<file path="src/cst_pkg.sv">
// package: register map, field layout, timing constants and carriers
package cst_pkg;
  localparam logic [4:0] ADDR_INTEGRATION_TIME = 5'h01;
  localparam logic [4:0] ADDR_WAIT_TIME = 5'h03;
  localparam logic [4:0] ADDR_LOW_THR_LO = 5'h04;
  localparam logic [4:0] ADDR_LOW_THR_HI = 5'h05;
  localparam logic [4:0] ADDR_HIGH_THR_LO = 5'h06;
  localparam logic [4:0] ADDR_HIGH_THR_HI = 5'h07;
  localparam logic [4:0] ADDR_INTERRUPT_FILTER = 5'h0c;
  localparam logic [4:0] ADDR_CONFIGURATION = 5'h0d;
  localparam logic [4:0] ADDR_ANALOG_CONTROL = 5'h0f;
  localparam logic [4:0] ADDR_PART_IDENTIFICATION = 5'h12;
  localparam logic [4:0] SF_CLEAR_INTERRUPT = 5'h06;
  localparam int LONG_WAIT_BIT = 1;
  localparam int FILTER_LSB = 0;
  localparam int FILTER_W = 4;
  localparam int GAIN_LSB = 0;
  localparam int GAIN_W = 2;
  localparam int INT_ENABLE_BIT = 4;
  localparam logic [7:0] RESET_BYTE = 8'h00;
  localparam logic [7:0] RESET_THR_HI = 8'hff;
  localparam logic [7:0] RESET_INTEGRATION = 8'hff;
  localparam logic [7:0] RESET_WAIT = 8'hff;
  localparam logic [7:0] PART_ID_DEFAULT = 8'h5a; // arbitrary value, no real part code
  localparam int STEP_TIME_NS = 2400000;
  localparam int CLK_PERIOD_NS = 100;
  localparam int STEP_CYCLES = STEP_TIME_NS / CLK_PERIOD_NS;
  localparam int LONG_WAIT_FACTOR = 12;
  localparam int STEPS_FULL = 256;
  localparam int COUNTS_PER_STEP = 1024;
  localparam logic [15:0] FULL_SCALE_MAX = 16'hffff;
  localparam int MAX_PERSIST = 60;

  typedef enum logic [1:0] {CST_IDLE, CST_INTEG, CST_WAIT} cst_phase_t;

  typedef struct packed {
    logic valid;
    logic write;
    logic [4:0] addr;
    logic [7:0] wdata;
  } cst_req_t;

  typedef struct packed {
    logic valid;
    logic [15:0] clear_value;
  } cst_result_t;
endpackage

</file>
<file path="src/cst_ctrl.sv">
// colour sensor timing, threshold and interrupt qualification control
// How it works
// - integration lasts 256 minus setting steps of 2.4 ms each
// - full-scale count is steps times 1024, saturated at 65535
// - wait period runs in 2.4 ms steps, twelve times longer with long-wait
// - wait setting is two's complement: 256 minus setting steps
// - long-wait bit, configuration bit 1, multiplies wait steps by twelve
// - low and high 16-bit thresholds split into bytes at 0x04 to 0x07
// - clear value below low or above high is out of range, drives pin
// - persistence setting sits in bits 3:0, bits 7:4 reserved
// - persistence zero interrupts at every integration end
// - settings 1-3 need 1-3 results, 4-15 need 5 to 60 by fives
// - analog gain from control bits 1:0: 1x, 4x, 16x, 60x
// - identification register returns fixed code, writes ignored
// - threshold interrupt only while interrupt enable is set
// - special function 00110 clears pending interrupt, self-clearing
module cst_ctrl #(
  parameter int STEP_CYCLES = cst_pkg::STEP_CYCLES,
  parameter logic [7:0] PART_ID = cst_pkg::PART_ID_DEFAULT
) (
  // clock and reset
  input wire logic clk_sys,
  input wire logic rst_n,
  // register port from the serial front end
  input wire cst_pkg::cst_req_t req,
  input wire logic special_function,
  input wire logic [4:0] sf_code,
  output logic [7:0] rdata,
  // enables from the enable register
  input wire logic measure_enable,
  input wire logic wait_enable,
  input wire logic threshold_interrupt_enable,
  // converter interface
  input wire cst_pkg::cst_result_t clear_result,
  output logic integrating,
  output logic integration_done,
  output logic [15:0] full_scale_count,
  output logic [1:0] analog_gain_select,
  // status and pin
  output logic interrupt_pending,
  output logic interrupt_out_n
);
  typedef struct packed {
    logic [7:0] integration_time_setting;
    logic [7:0] wait_time_setting;
    logic [7:0] low_threshold_lower_byte;
    logic [7:0] low_threshold_upper_byte;
    logic [7:0] high_threshold_lower_byte;
    logic [7:0] high_threshold_upper_byte;
    logic [7:0] interrupt_filter_register;
    logic [7:0] configuration;
    logic [7:0] analog_control;
    logic [7:0] rdata;
    cst_pkg::cst_phase_t phase;
    logic [8:0] step_left;
    logic [3:0] sub_left;
    logic done;
    logic [15:0] full_scale;
    logic pending;
    logic pin_n;
    logic integ;
  } cst_state_t;

  cst_state_t s_q;
  cst_state_t s_d;
  logic step_pulse;
  logic qualified;
  logic out_of_range;
  logic [15:0] low_thr;
  logic [15:0] high_thr;

  function automatic logic [8:0] steps_of(input logic [7:0] setting);
    steps_of = 9'(cst_pkg::STEPS_FULL) - {1'b0, setting};
  endfunction

  cst_step_timer #(
    .STEP_CYCLES(STEP_CYCLES)
  ) u_step (
    .clk_sys(clk_sys),
    .rst_n(rst_n),
    .run(s_q.phase != cst_pkg::CST_IDLE),
    .step_pulse(step_pulse)
  );

  assign low_thr = {s_q.low_threshold_upper_byte, s_q.low_threshold_lower_byte};
  assign high_thr = {s_q.high_threshold_upper_byte, s_q.high_threshold_lower_byte};
  assign out_of_range = (clear_result.clear_value < low_thr) || (clear_result.clear_value > high_thr);

  cst_persist_filter u_filter (
    .clk_sys(clk_sys),
    .rst_n(rst_n),
    .result_valid(clear_result.valid),
    .out_of_range(out_of_range),
    .setting(s_q.interrupt_filter_register[cst_pkg::FILTER_LSB +: cst_pkg::FILTER_W]),
    .qualified(qualified)
  );

  always_comb begin
    logic [25:0] scale;
    scale = 26'(steps_of(s_q.integration_time_setting)) * 26'(cst_pkg::COUNTS_PER_STEP);
    s_d = s_q;
    s_d.done = 1'b0;
    // register writes
    if (req.valid && req.write) begin
      if (req.addr == cst_pkg::ADDR_INTEGRATION_TIME) begin
        s_d.integration_time_setting = req.wdata;
      end else if (req.addr == cst_pkg::ADDR_WAIT_TIME) begin
        s_d.wait_time_setting = req.wdata;
      end else if (req.addr == cst_pkg::ADDR_LOW_THR_LO) begin
        s_d.low_threshold_lower_byte = req.wdata;
      end else if (req.addr == cst_pkg::ADDR_LOW_THR_HI) begin
        s_d.low_threshold_upper_byte = req.wdata;
      end else if (req.addr == cst_pkg::ADDR_HIGH_THR_LO) begin
        s_d.high_threshold_lower_byte = req.wdata;
      end else if (req.addr == cst_pkg::ADDR_HIGH_THR_HI) begin
        s_d.high_threshold_upper_byte = req.wdata;
      end else if (req.addr == cst_pkg::ADDR_INTERRUPT_FILTER) begin
        s_d.interrupt_filter_register = req.wdata;
      end else if (req.addr == cst_pkg::ADDR_CONFIGURATION) begin
        s_d.configuration = req.wdata;
      end else if (req.addr == cst_pkg::ADDR_ANALOG_CONTROL) begin
        s_d.analog_control = req.wdata;
      end
    end
    // register reads, registered
    if (req.valid && !req.write) begin
      if (req.addr == cst_pkg::ADDR_INTEGRATION_TIME) begin
        s_d.rdata = s_q.integration_time_setting;
      end else if (req.addr == cst_pkg::ADDR_WAIT_TIME) begin
        s_d.rdata = s_q.wait_time_setting;
      end else if (req.addr == cst_pkg::ADDR_LOW_THR_LO) begin
        s_d.rdata = s_q.low_threshold_lower_byte;
      end else if (req.addr == cst_pkg::ADDR_LOW_THR_HI) begin
        s_d.rdata = s_q.low_threshold_upper_byte;
      end else if (req.addr == cst_pkg::ADDR_HIGH_THR_LO) begin
        s_d.rdata = s_q.high_threshold_lower_byte;
      end else if (req.addr == cst_pkg::ADDR_HIGH_THR_HI) begin
        s_d.rdata = s_q.high_threshold_upper_byte;
      end else if (req.addr == cst_pkg::ADDR_INTERRUPT_FILTER) begin
        s_d.rdata = s_q.interrupt_filter_register;
      end else if (req.addr == cst_pkg::ADDR_CONFIGURATION) begin
        s_d.rdata = s_q.configuration;
      end else if (req.addr == cst_pkg::ADDR_ANALOG_CONTROL) begin
        s_d.rdata = s_q.analog_control;
      end else if (req.addr == cst_pkg::ADDR_PART_IDENTIFICATION) begin
        s_d.rdata = PART_ID;
      end else begin
        s_d.rdata = cst_pkg::RESET_BYTE;
      end
    end
    // measurement sequencer
    case (s_q.phase)
      cst_pkg::CST_IDLE: begin
        if (measure_enable) begin
          s_d.phase = cst_pkg::CST_INTEG;
          s_d.step_left = steps_of(s_q.integration_time_setting);
        end
      end
      cst_pkg::CST_INTEG: begin
        if (!measure_enable) begin
          s_d.phase = cst_pkg::CST_IDLE;
        end else if (step_pulse) begin
          if (s_q.step_left == 9'h001) begin
            s_d.done = 1'b1;
            if (wait_enable) begin
              s_d.phase = cst_pkg::CST_WAIT;
              s_d.step_left = steps_of(s_q.wait_time_setting);
              s_d.sub_left = s_q.configuration[cst_pkg::LONG_WAIT_BIT] ?
                4'(cst_pkg::LONG_WAIT_FACTOR) : 4'h1;
            end else begin
              s_d.step_left = steps_of(s_q.integration_time_setting);
            end
          end else begin
            s_d.step_left = s_q.step_left - 9'h001;
          end
        end
      end
      cst_pkg::CST_WAIT: begin
        if (!measure_enable) begin
          s_d.phase = cst_pkg::CST_IDLE;
        end else if (step_pulse) begin
          if (s_q.sub_left != 4'h1) begin
            s_d.sub_left = s_q.sub_left - 4'h1;
          end else if (s_q.step_left == 9'h001) begin
            s_d.phase = cst_pkg::CST_INTEG;
            s_d.step_left = steps_of(s_q.integration_time_setting);
          end else begin
            s_d.step_left = s_q.step_left - 9'h001;
            s_d.sub_left = s_q.configuration[cst_pkg::LONG_WAIT_BIT] ?
              4'(cst_pkg::LONG_WAIT_FACTOR) : 4'h1;
          end
        end
      end
      default: begin
        s_d.phase = cst_pkg::CST_IDLE;
      end
    endcase
    s_d.integ = (s_d.phase == cst_pkg::CST_INTEG);
    // full-scale limit
    if (scale > 26'(cst_pkg::FULL_SCALE_MAX)) begin
      s_d.full_scale = cst_pkg::FULL_SCALE_MAX;
    end else begin
      s_d.full_scale = scale[15:0];
    end
    // interrupt: set wins over clear
    if (special_function && sf_code == cst_pkg::SF_CLEAR_INTERRUPT) begin
      s_d.pending = 1'b0;
    end
    if (qualified && threshold_interrupt_enable) begin
      s_d.pending = 1'b1;
    end
    s_d.pin_n = !s_d.pending;
  end

  always_ff @(posedge clk_sys) begin
    if (!rst_n) begin
      s_q <= '0;
      s_q.integration_time_setting <= cst_pkg::RESET_INTEGRATION;
      s_q.wait_time_setting <= cst_pkg::RESET_WAIT;
      s_q.high_threshold_lower_byte <= cst_pkg::RESET_THR_HI;
      s_q.high_threshold_upper_byte <= cst_pkg::RESET_THR_HI;
      s_q.full_scale <= 16'(cst_pkg::COUNTS_PER_STEP);
      s_q.phase <= cst_pkg::CST_IDLE;
      s_q.pin_n <= 1'b1;
    end else begin
      s_q <= s_d;
    end
  end

  assign rdata = s_q.rdata;
  assign integrating = s_q.integ;
  assign integration_done = s_q.done;
  assign full_scale_count = s_q.full_scale;
  assign analog_gain_select = s_q.analog_control[cst_pkg::GAIN_LSB +: cst_pkg::GAIN_W];
  assign interrupt_pending = s_q.pending;
  assign interrupt_out_n = s_q.pin_n;
endmodule

</file>
<file path="src/cst_step_timer.sv">
// step divider: one-cycle pulse every step of the internal oscillator
module cst_step_timer #(
  parameter int STEP_CYCLES = cst_pkg::STEP_CYCLES
) (
  // clock and reset
  input wire logic clk_sys,
  input wire logic rst_n,
  // control
  input wire logic run,
  output logic step_pulse
);
  typedef struct packed {
    logic [15:0] count;
    logic pulse;
  } cst_step_state_t;

  cst_step_state_t s_q;
  cst_step_state_t s_d;

  always_comb begin
    s_d = s_q;
    s_d.pulse = 1'b0;
    if (!run) begin
      s_d.count = 16'h0000;
    end else if (s_q.count == 16'(STEP_CYCLES - 1)) begin
      s_d.count = 16'h0000;
      s_d.pulse = 1'b1;
    end else begin
      s_d.count = s_q.count + 16'h0001;
    end
  end

  always_ff @(posedge clk_sys) begin
    if (!rst_n) begin
      s_q <= '0;
    end else begin
      s_q <= s_d;
    end
  end

  assign step_pulse = s_q.pulse;
endmodule

</file>
<file path="src/cst_persist_filter.sv">
// persistence filter: counts consecutive out-of-range results
module cst_persist_filter (
  // clock and reset
  input wire logic clk_sys,
  input wire logic rst_n,
  // result in
  input wire logic result_valid,
  input wire logic out_of_range,
  input wire logic [3:0] setting,
  // qualified event
  output logic qualified
);
  typedef struct packed {
    logic [5:0] run_count;
    logic hit;
  } cst_filter_state_t;

  cst_filter_state_t s_q;
  cst_filter_state_t s_d;

  function automatic logic [5:0] needed(input logic [3:0] code);
    if (code < 4'h4) begin
      needed = {2'b00, code};
    end else begin
      needed = 6'((code - 4'h3) * 5);
    end
  endfunction

  always_comb begin
    s_d = s_q;
    s_d.hit = 1'b0;
    if (result_valid) begin
      if (setting == 4'h0) begin
        s_d.hit = 1'b1;
      end else if (!out_of_range) begin
        s_d.run_count = 6'h00;
      end else begin
        if (s_q.run_count < 6'(cst_pkg::MAX_PERSIST)) begin
          s_d.run_count = s_q.run_count + 6'h01;
        end
        if (s_q.run_count + 6'h01 >= needed(setting)) begin
          s_d.hit = 1'b1;
        end
      end
    end
  end

  always_ff @(posedge clk_sys) begin
    if (!rst_n) begin
      s_q <= '0;
    end else begin
      s_q <= s_d;
    end
  end

  assign qualified = s_q.hit;
endmodule

</file>
<file path="config.mk">
export PLATFORM = sky130hd
export DESIGN_NAME = cst_ctrl
export DESIGN_NICKNAME = d
export VERILOG_FILES = /design/src/cst_pkg.sv /design/src/cst_ctrl.sv /design/src/cst_step_timer.sv /design/src/cst_persist_filter.sv
export SDC_FILE = /design/constraint.sdc
export NUM_CORES = 1
export LEC_CHECK = 0
export BUFFER_PORTS_ARGS = -buffer_cell sky130_fd_sc_hd__clkbuf_2
export CAP_MARGIN = 20
export CORE_MARGIN = 10
export CORE_UTILIZATION = 60
export DETAILED_ROUTE_END_ITERATION = 6
export HOLD_SLACK_MARGIN = 0.1
export PLACE_DENSITY = 0.81
export SLEW_MARGIN = 15
export SYNTH_ARGS = -nofsm -noshare
export SYNTH_HDL_FRONTEND = slang
export SYNTH_SLANG_ARGS = --single-unit
</file>
<file path="constraint.sdc">
create_clock -name clk_sys -period 4.57 [get_ports clk_sys]
set_clock_uncertainty 0.15 [all_clocks]
set_input_delay 0.457 -clock clk_sys [delete_from_list [all_inputs] [get_ports clk_sys]]
set_output_delay 0.457 -clock clk_sys [all_outputs]
set_load 0.03 [all_outputs]
</file>
==> results.env <==
DIE_WIDTH_UM=133
CTSHTREEMAXLEVEL=4
GRT_REMAINING_OVERFLOW=0
POST_DRT_VIA_CELL_RATIO=5.96
GRT_PASS1_WL_UM=33300
CTS-HOLD-FIX-BUFFERS=0
SYNTH-MAIN-FF-CELL='sky130_fd_sc_hd__dfxtp_1'
AREA.SEQUENTIAL_UM2=2600
YOSYS_REGISTER_BITS=130
DESIGN.DIE.AREA_UM2=17700
CTS.SINKS=130
FIN_CRIT_NS=2.94
STARTPOINT_TYPE='flop'
PATH_MAX_FANOUT=6
SYNTH_CELLS=954
CP_SLOWEST_STAGE_DELAY_NS=0.47
BUFFERS_INSERTED_DURING_POST_CTS_SETUP_OPTIMIZATION=0
NETLIST-CELL-TYPE-COUNT=61
TOTAL_POWER_mW=2.73
DRTITER0DRC=661
SETUP_VIOL_COUNT_FINAL=0
ANTENNA_VIOLATING_NETS_POST_ROUTE=0
TIMING.CRITICAL_PATH.ARRIVAL_NS=3.12
ROUTED-VIA-COUNT=6898
YOSYS-MUX-AREA-FRACTION_PCT=6.70
FINALCRITPERIODSHARE_PCT=64.2
IO-PIN-COUNT=73
MAXIMUM_NUMBER_OF_PINS_ON_ONE_NET_BEFORE_GLOBAL_ROUTE_REPAIR=59
PATH_CELLS='inv_1, ha_1, ha_1, ha_1, fa_1, xor2_1, nor3b_1, a21oi_1, ha_1, o21ai_0, a211oi_1'
WORSTSETUPPATHTYPE='reg2reg'
CRIT_START='s_q[59]'
ROUTED_WIRE_LENGTH_PER_INSTANCE_UM=17.5
MULTIINPUTGATEAREA_UM2=4460
REMAINING_DRC_ERRORS=0
POST_SYNTH_AND_OR_NAND_NOR_AREA_FRACTION_PCT=21.3
SETUP_TOTAL_NEGATIVE_SLACK_NS=0
DETAILEDPLACE.WORSTSLACK_NS=1.59
POSTLAYOUTCOREUTIL_PCT=67.1
FINAL.SETUP.WORST_SLACK_NS=1.63
FILLER_CELL_COUNT=1052
POSTROUTEWIRELENGTH_UM=20300
CP_COMMON_CELL='sky130_fd_sc_hd__ha_1'
ANTENNA-DIODE-COUNT=0
LAYOUT-AREA-OVERHEAD-VS-SYNTH_PCT=10.1
CP-ENDPOINT='u_filter.qualified'
SYNTH_AREA_IN_COMPOUND_GATES_PCT=16.6
POST_CTS_RESIZE_COUNT=0
DRV_SLEW=0
PLACEDCELLCOUNT=1128
DIE-HEIGHT_UM=133
FP.COREAREA_UM2=12600
HOLDCRITPATHCLASS='in2reg'
ANTENNA_VIOLATIONS_BEFORE_REPAIR=0
INITIAL_UTILIZATION_PCT=60.9
HOLD_VIOL=0
IRDROPWORSTVDD_mV=0.250
ASYNC_RESET_FF_SHARE_PCT=0
CTS_TREE='done'
CLOCK.FMAX_MHz=341
POWER_PER_CELL_AREA_nW_PER_UM2=324
DRIVE_GT1_SHARE_PCT=11.3
WORSTREGTOREGCELLS=11
CLOCK_SLEW_AT_REPORTED_PATH_FFS_NS=0.06
SYNTH-EDFF-COUNT=0
CTS-ROOT-BUF='sky130_fd_sc_hd__clkbuf_16'
SLEW-LIMIT-HEADROOM_PCT=36.6
SYNTH_SEQUENTIAL_AREA_RATIO_PCT=34.0
PLACEMENT.IO_BUFFERS=72
SYN-MEAN-INSTANCE-AREA_UM2=8.02
SYNTH_TOP_AREA_CELL='sky130_fd_sc_hd__dfxtp_1'
SYNTH.TOP_CELLS.BY_AREA='sky130_fd_sc_hd__dfxtp_1 (34%), sky130_fd_sc_hd__ha_1 (9.0%), sky130_fd_sc_hd__mux2i_1 (6.4%), sky130_fd_sc_hd__nor2_1 (5.8%), sky130_fd_sc_hd__nand2_1 (5.1%)'
GRTUSAGETOTAL_PCT=22.8
RSZ0062_AT_GRT='false'
NUMCTSBUFFERS=17
CRIT_PATH_END_KIND='flop'
NUMBER_OF_GLOBAL_ROUTE_VIAS_BEFORE_REPAIR=6588
FIN_CELLS=1158
FLOORPLAN.ROWS=41
STATUS='completed'
HPWL_UM=14500
SYNTH_TOP_FAMILY_BY_AREA='simple AND/OR/NAND/NOR gates'
WORSTREG2REGSTART='s_q[59]'
POST_SYNTH_INSTANCE_AREA_UM2=7650
NET_COUNT_AFTER_SYNTHESIS=1053
CRITICAL_PATH.REG2REG.ENDPOINT='u_filter.qualified'
SYNTH_TOP_AREA_SHARE_PCT=34.0
FINAL_NET_COUNT=1074
CP_DATA_REQUIRED_TIME_NS=4.76
WORST_SKEW_PAIR.LATE_LATENCY_NS=0.42
WORST-R2R-SETUP-SLACK_NS=1.63
CTS_MAX_PATH_BUFFERS=2
YOSYSMOSTFREQUENTCELL='sky130_fd_sc_hd__dfxtp_1'
DRV_CAP=0
WORST_PIN_SLEW_NS=0.946
LEAKAGEPOWER_nW=3.45
SYNTH_COMMONEST_CELLS='sky130_fd_sc_hd__dfxtp_1 (130), sky130_fd_sc_hd__nor2_1 (118), sky130_fd_sc_hd__nand2_1 (103)'
CELL_TYPE_OF_THE_SLOWEST_STAGE_ON_THE_WORST_TIMING_PATH='sky130_fd_sc_hd__dfxtp_1'
GP_ROUTABILITY_CONGESTION=0.965
DRT_PRE_ANTENNA_ITERS=5
SYNTH_XOR_XNOR_AREA_SHARE_PCT=4.46
SYNTH_ADDER_AREA_SHARE_PCT=9.25
SYNTH.YOSYS.WARNINGS=0
-- power by group --
part           switching (mW)  internal [mW]
clock network           0.474          0.805
logic                   0.182         0.0926
registers              0.0202           1.15
total                   0.676           2.05
-- routing by layer --
metal	track usage [%]	up-vias	wire length [um]
met5	0	-	0
met4	10.9	0	794
met3	5.83	68	1350
met2	37.5	294	9740
met1	27.1	3184	8400
li1	-	3352	-
-- worst min path at each step --
stage          depth (start not counted)              from  slack, ns            endpoint
6_report                               3  clear_result[16]       0.14  u_filter.qualified
5_1_grt                                3  clear_result[16]       0.13  u_filter.qualified
4_1_cts                                3  clear_result[16]       0.11  u_filter.qualified
3_5_place_dp                           1     u_step.s_q[1]       0.30       u_step.s_q[1]
3_3_place_gp                           1     u_step.s_q[1]       0.28       u_step.s_q[1]
2_1_floorplan                          1     u_step.s_q[1]       0.27       u_step.s_q[1]
-- worst max-delay path, delay by kind of cell (launching register included) --
family          cells  cell delay, ns
fa+ha+maj           5            1.45
simple gates        1            0.18
xor+xnor            1            0.18
compound gates      3            0.31
flops               1            0.47
buf+inv             1            0.11
-- cells by family (layout without fill, tap and decap cells) --
logic type	count (synthesis)	in the layout
AO/OA/AOI/OAI	198	198
XOR/XNOR	39	39
adder cells (fa/ha/maj)	56	56
buffers and inverters	129	161
flip-flops	130	130
multiplexers	51	51
AND/OR/NAND/NOR	351	351
-- stage by stage --
| step | hold WS (ns) | area [um^2] |
|---|---|---|
| floorplan | 0.268 | 7650 |
| global placement | 0.283 | 7890 |
| detailed placement | 0.295 | 7890 |
| CTS | 0.114 | 8430 |
| global route | 0.130 | 8430 |
| finish | 0.138 | 8430 |
-- cells in the final DEF (no fill, tap or decap), drive strengths merged, types with 39 or more instances in the layout --
cell	count
nor2	118
a21oi	54
dfxtp	130
ha	55
nand2	103
clkbuf	95
o21ai	43
inv	52
mux2i	49
nand3	39
-- registers in the layout, indices dropped and copies added (netlist names), 2 cells and up --
register and cells:
analog_gain_select 2, full_scale_count 7, high_thr 16, low_thr 16, rdata 8, s_q 53, u_filter.s_q 6, u_step.s_q 16
-- layout make-up --
type,instances,area share [%]
multi-input combinational,695,53.0
sequential,130,30.9
clock buffer,23,5.43
timing repair buffer,78,4.81
tap,172,2.55
inverter,53,2.36
clock inverter,7,1.01
No activity file was read; power rests on OpenSTA's default activity.
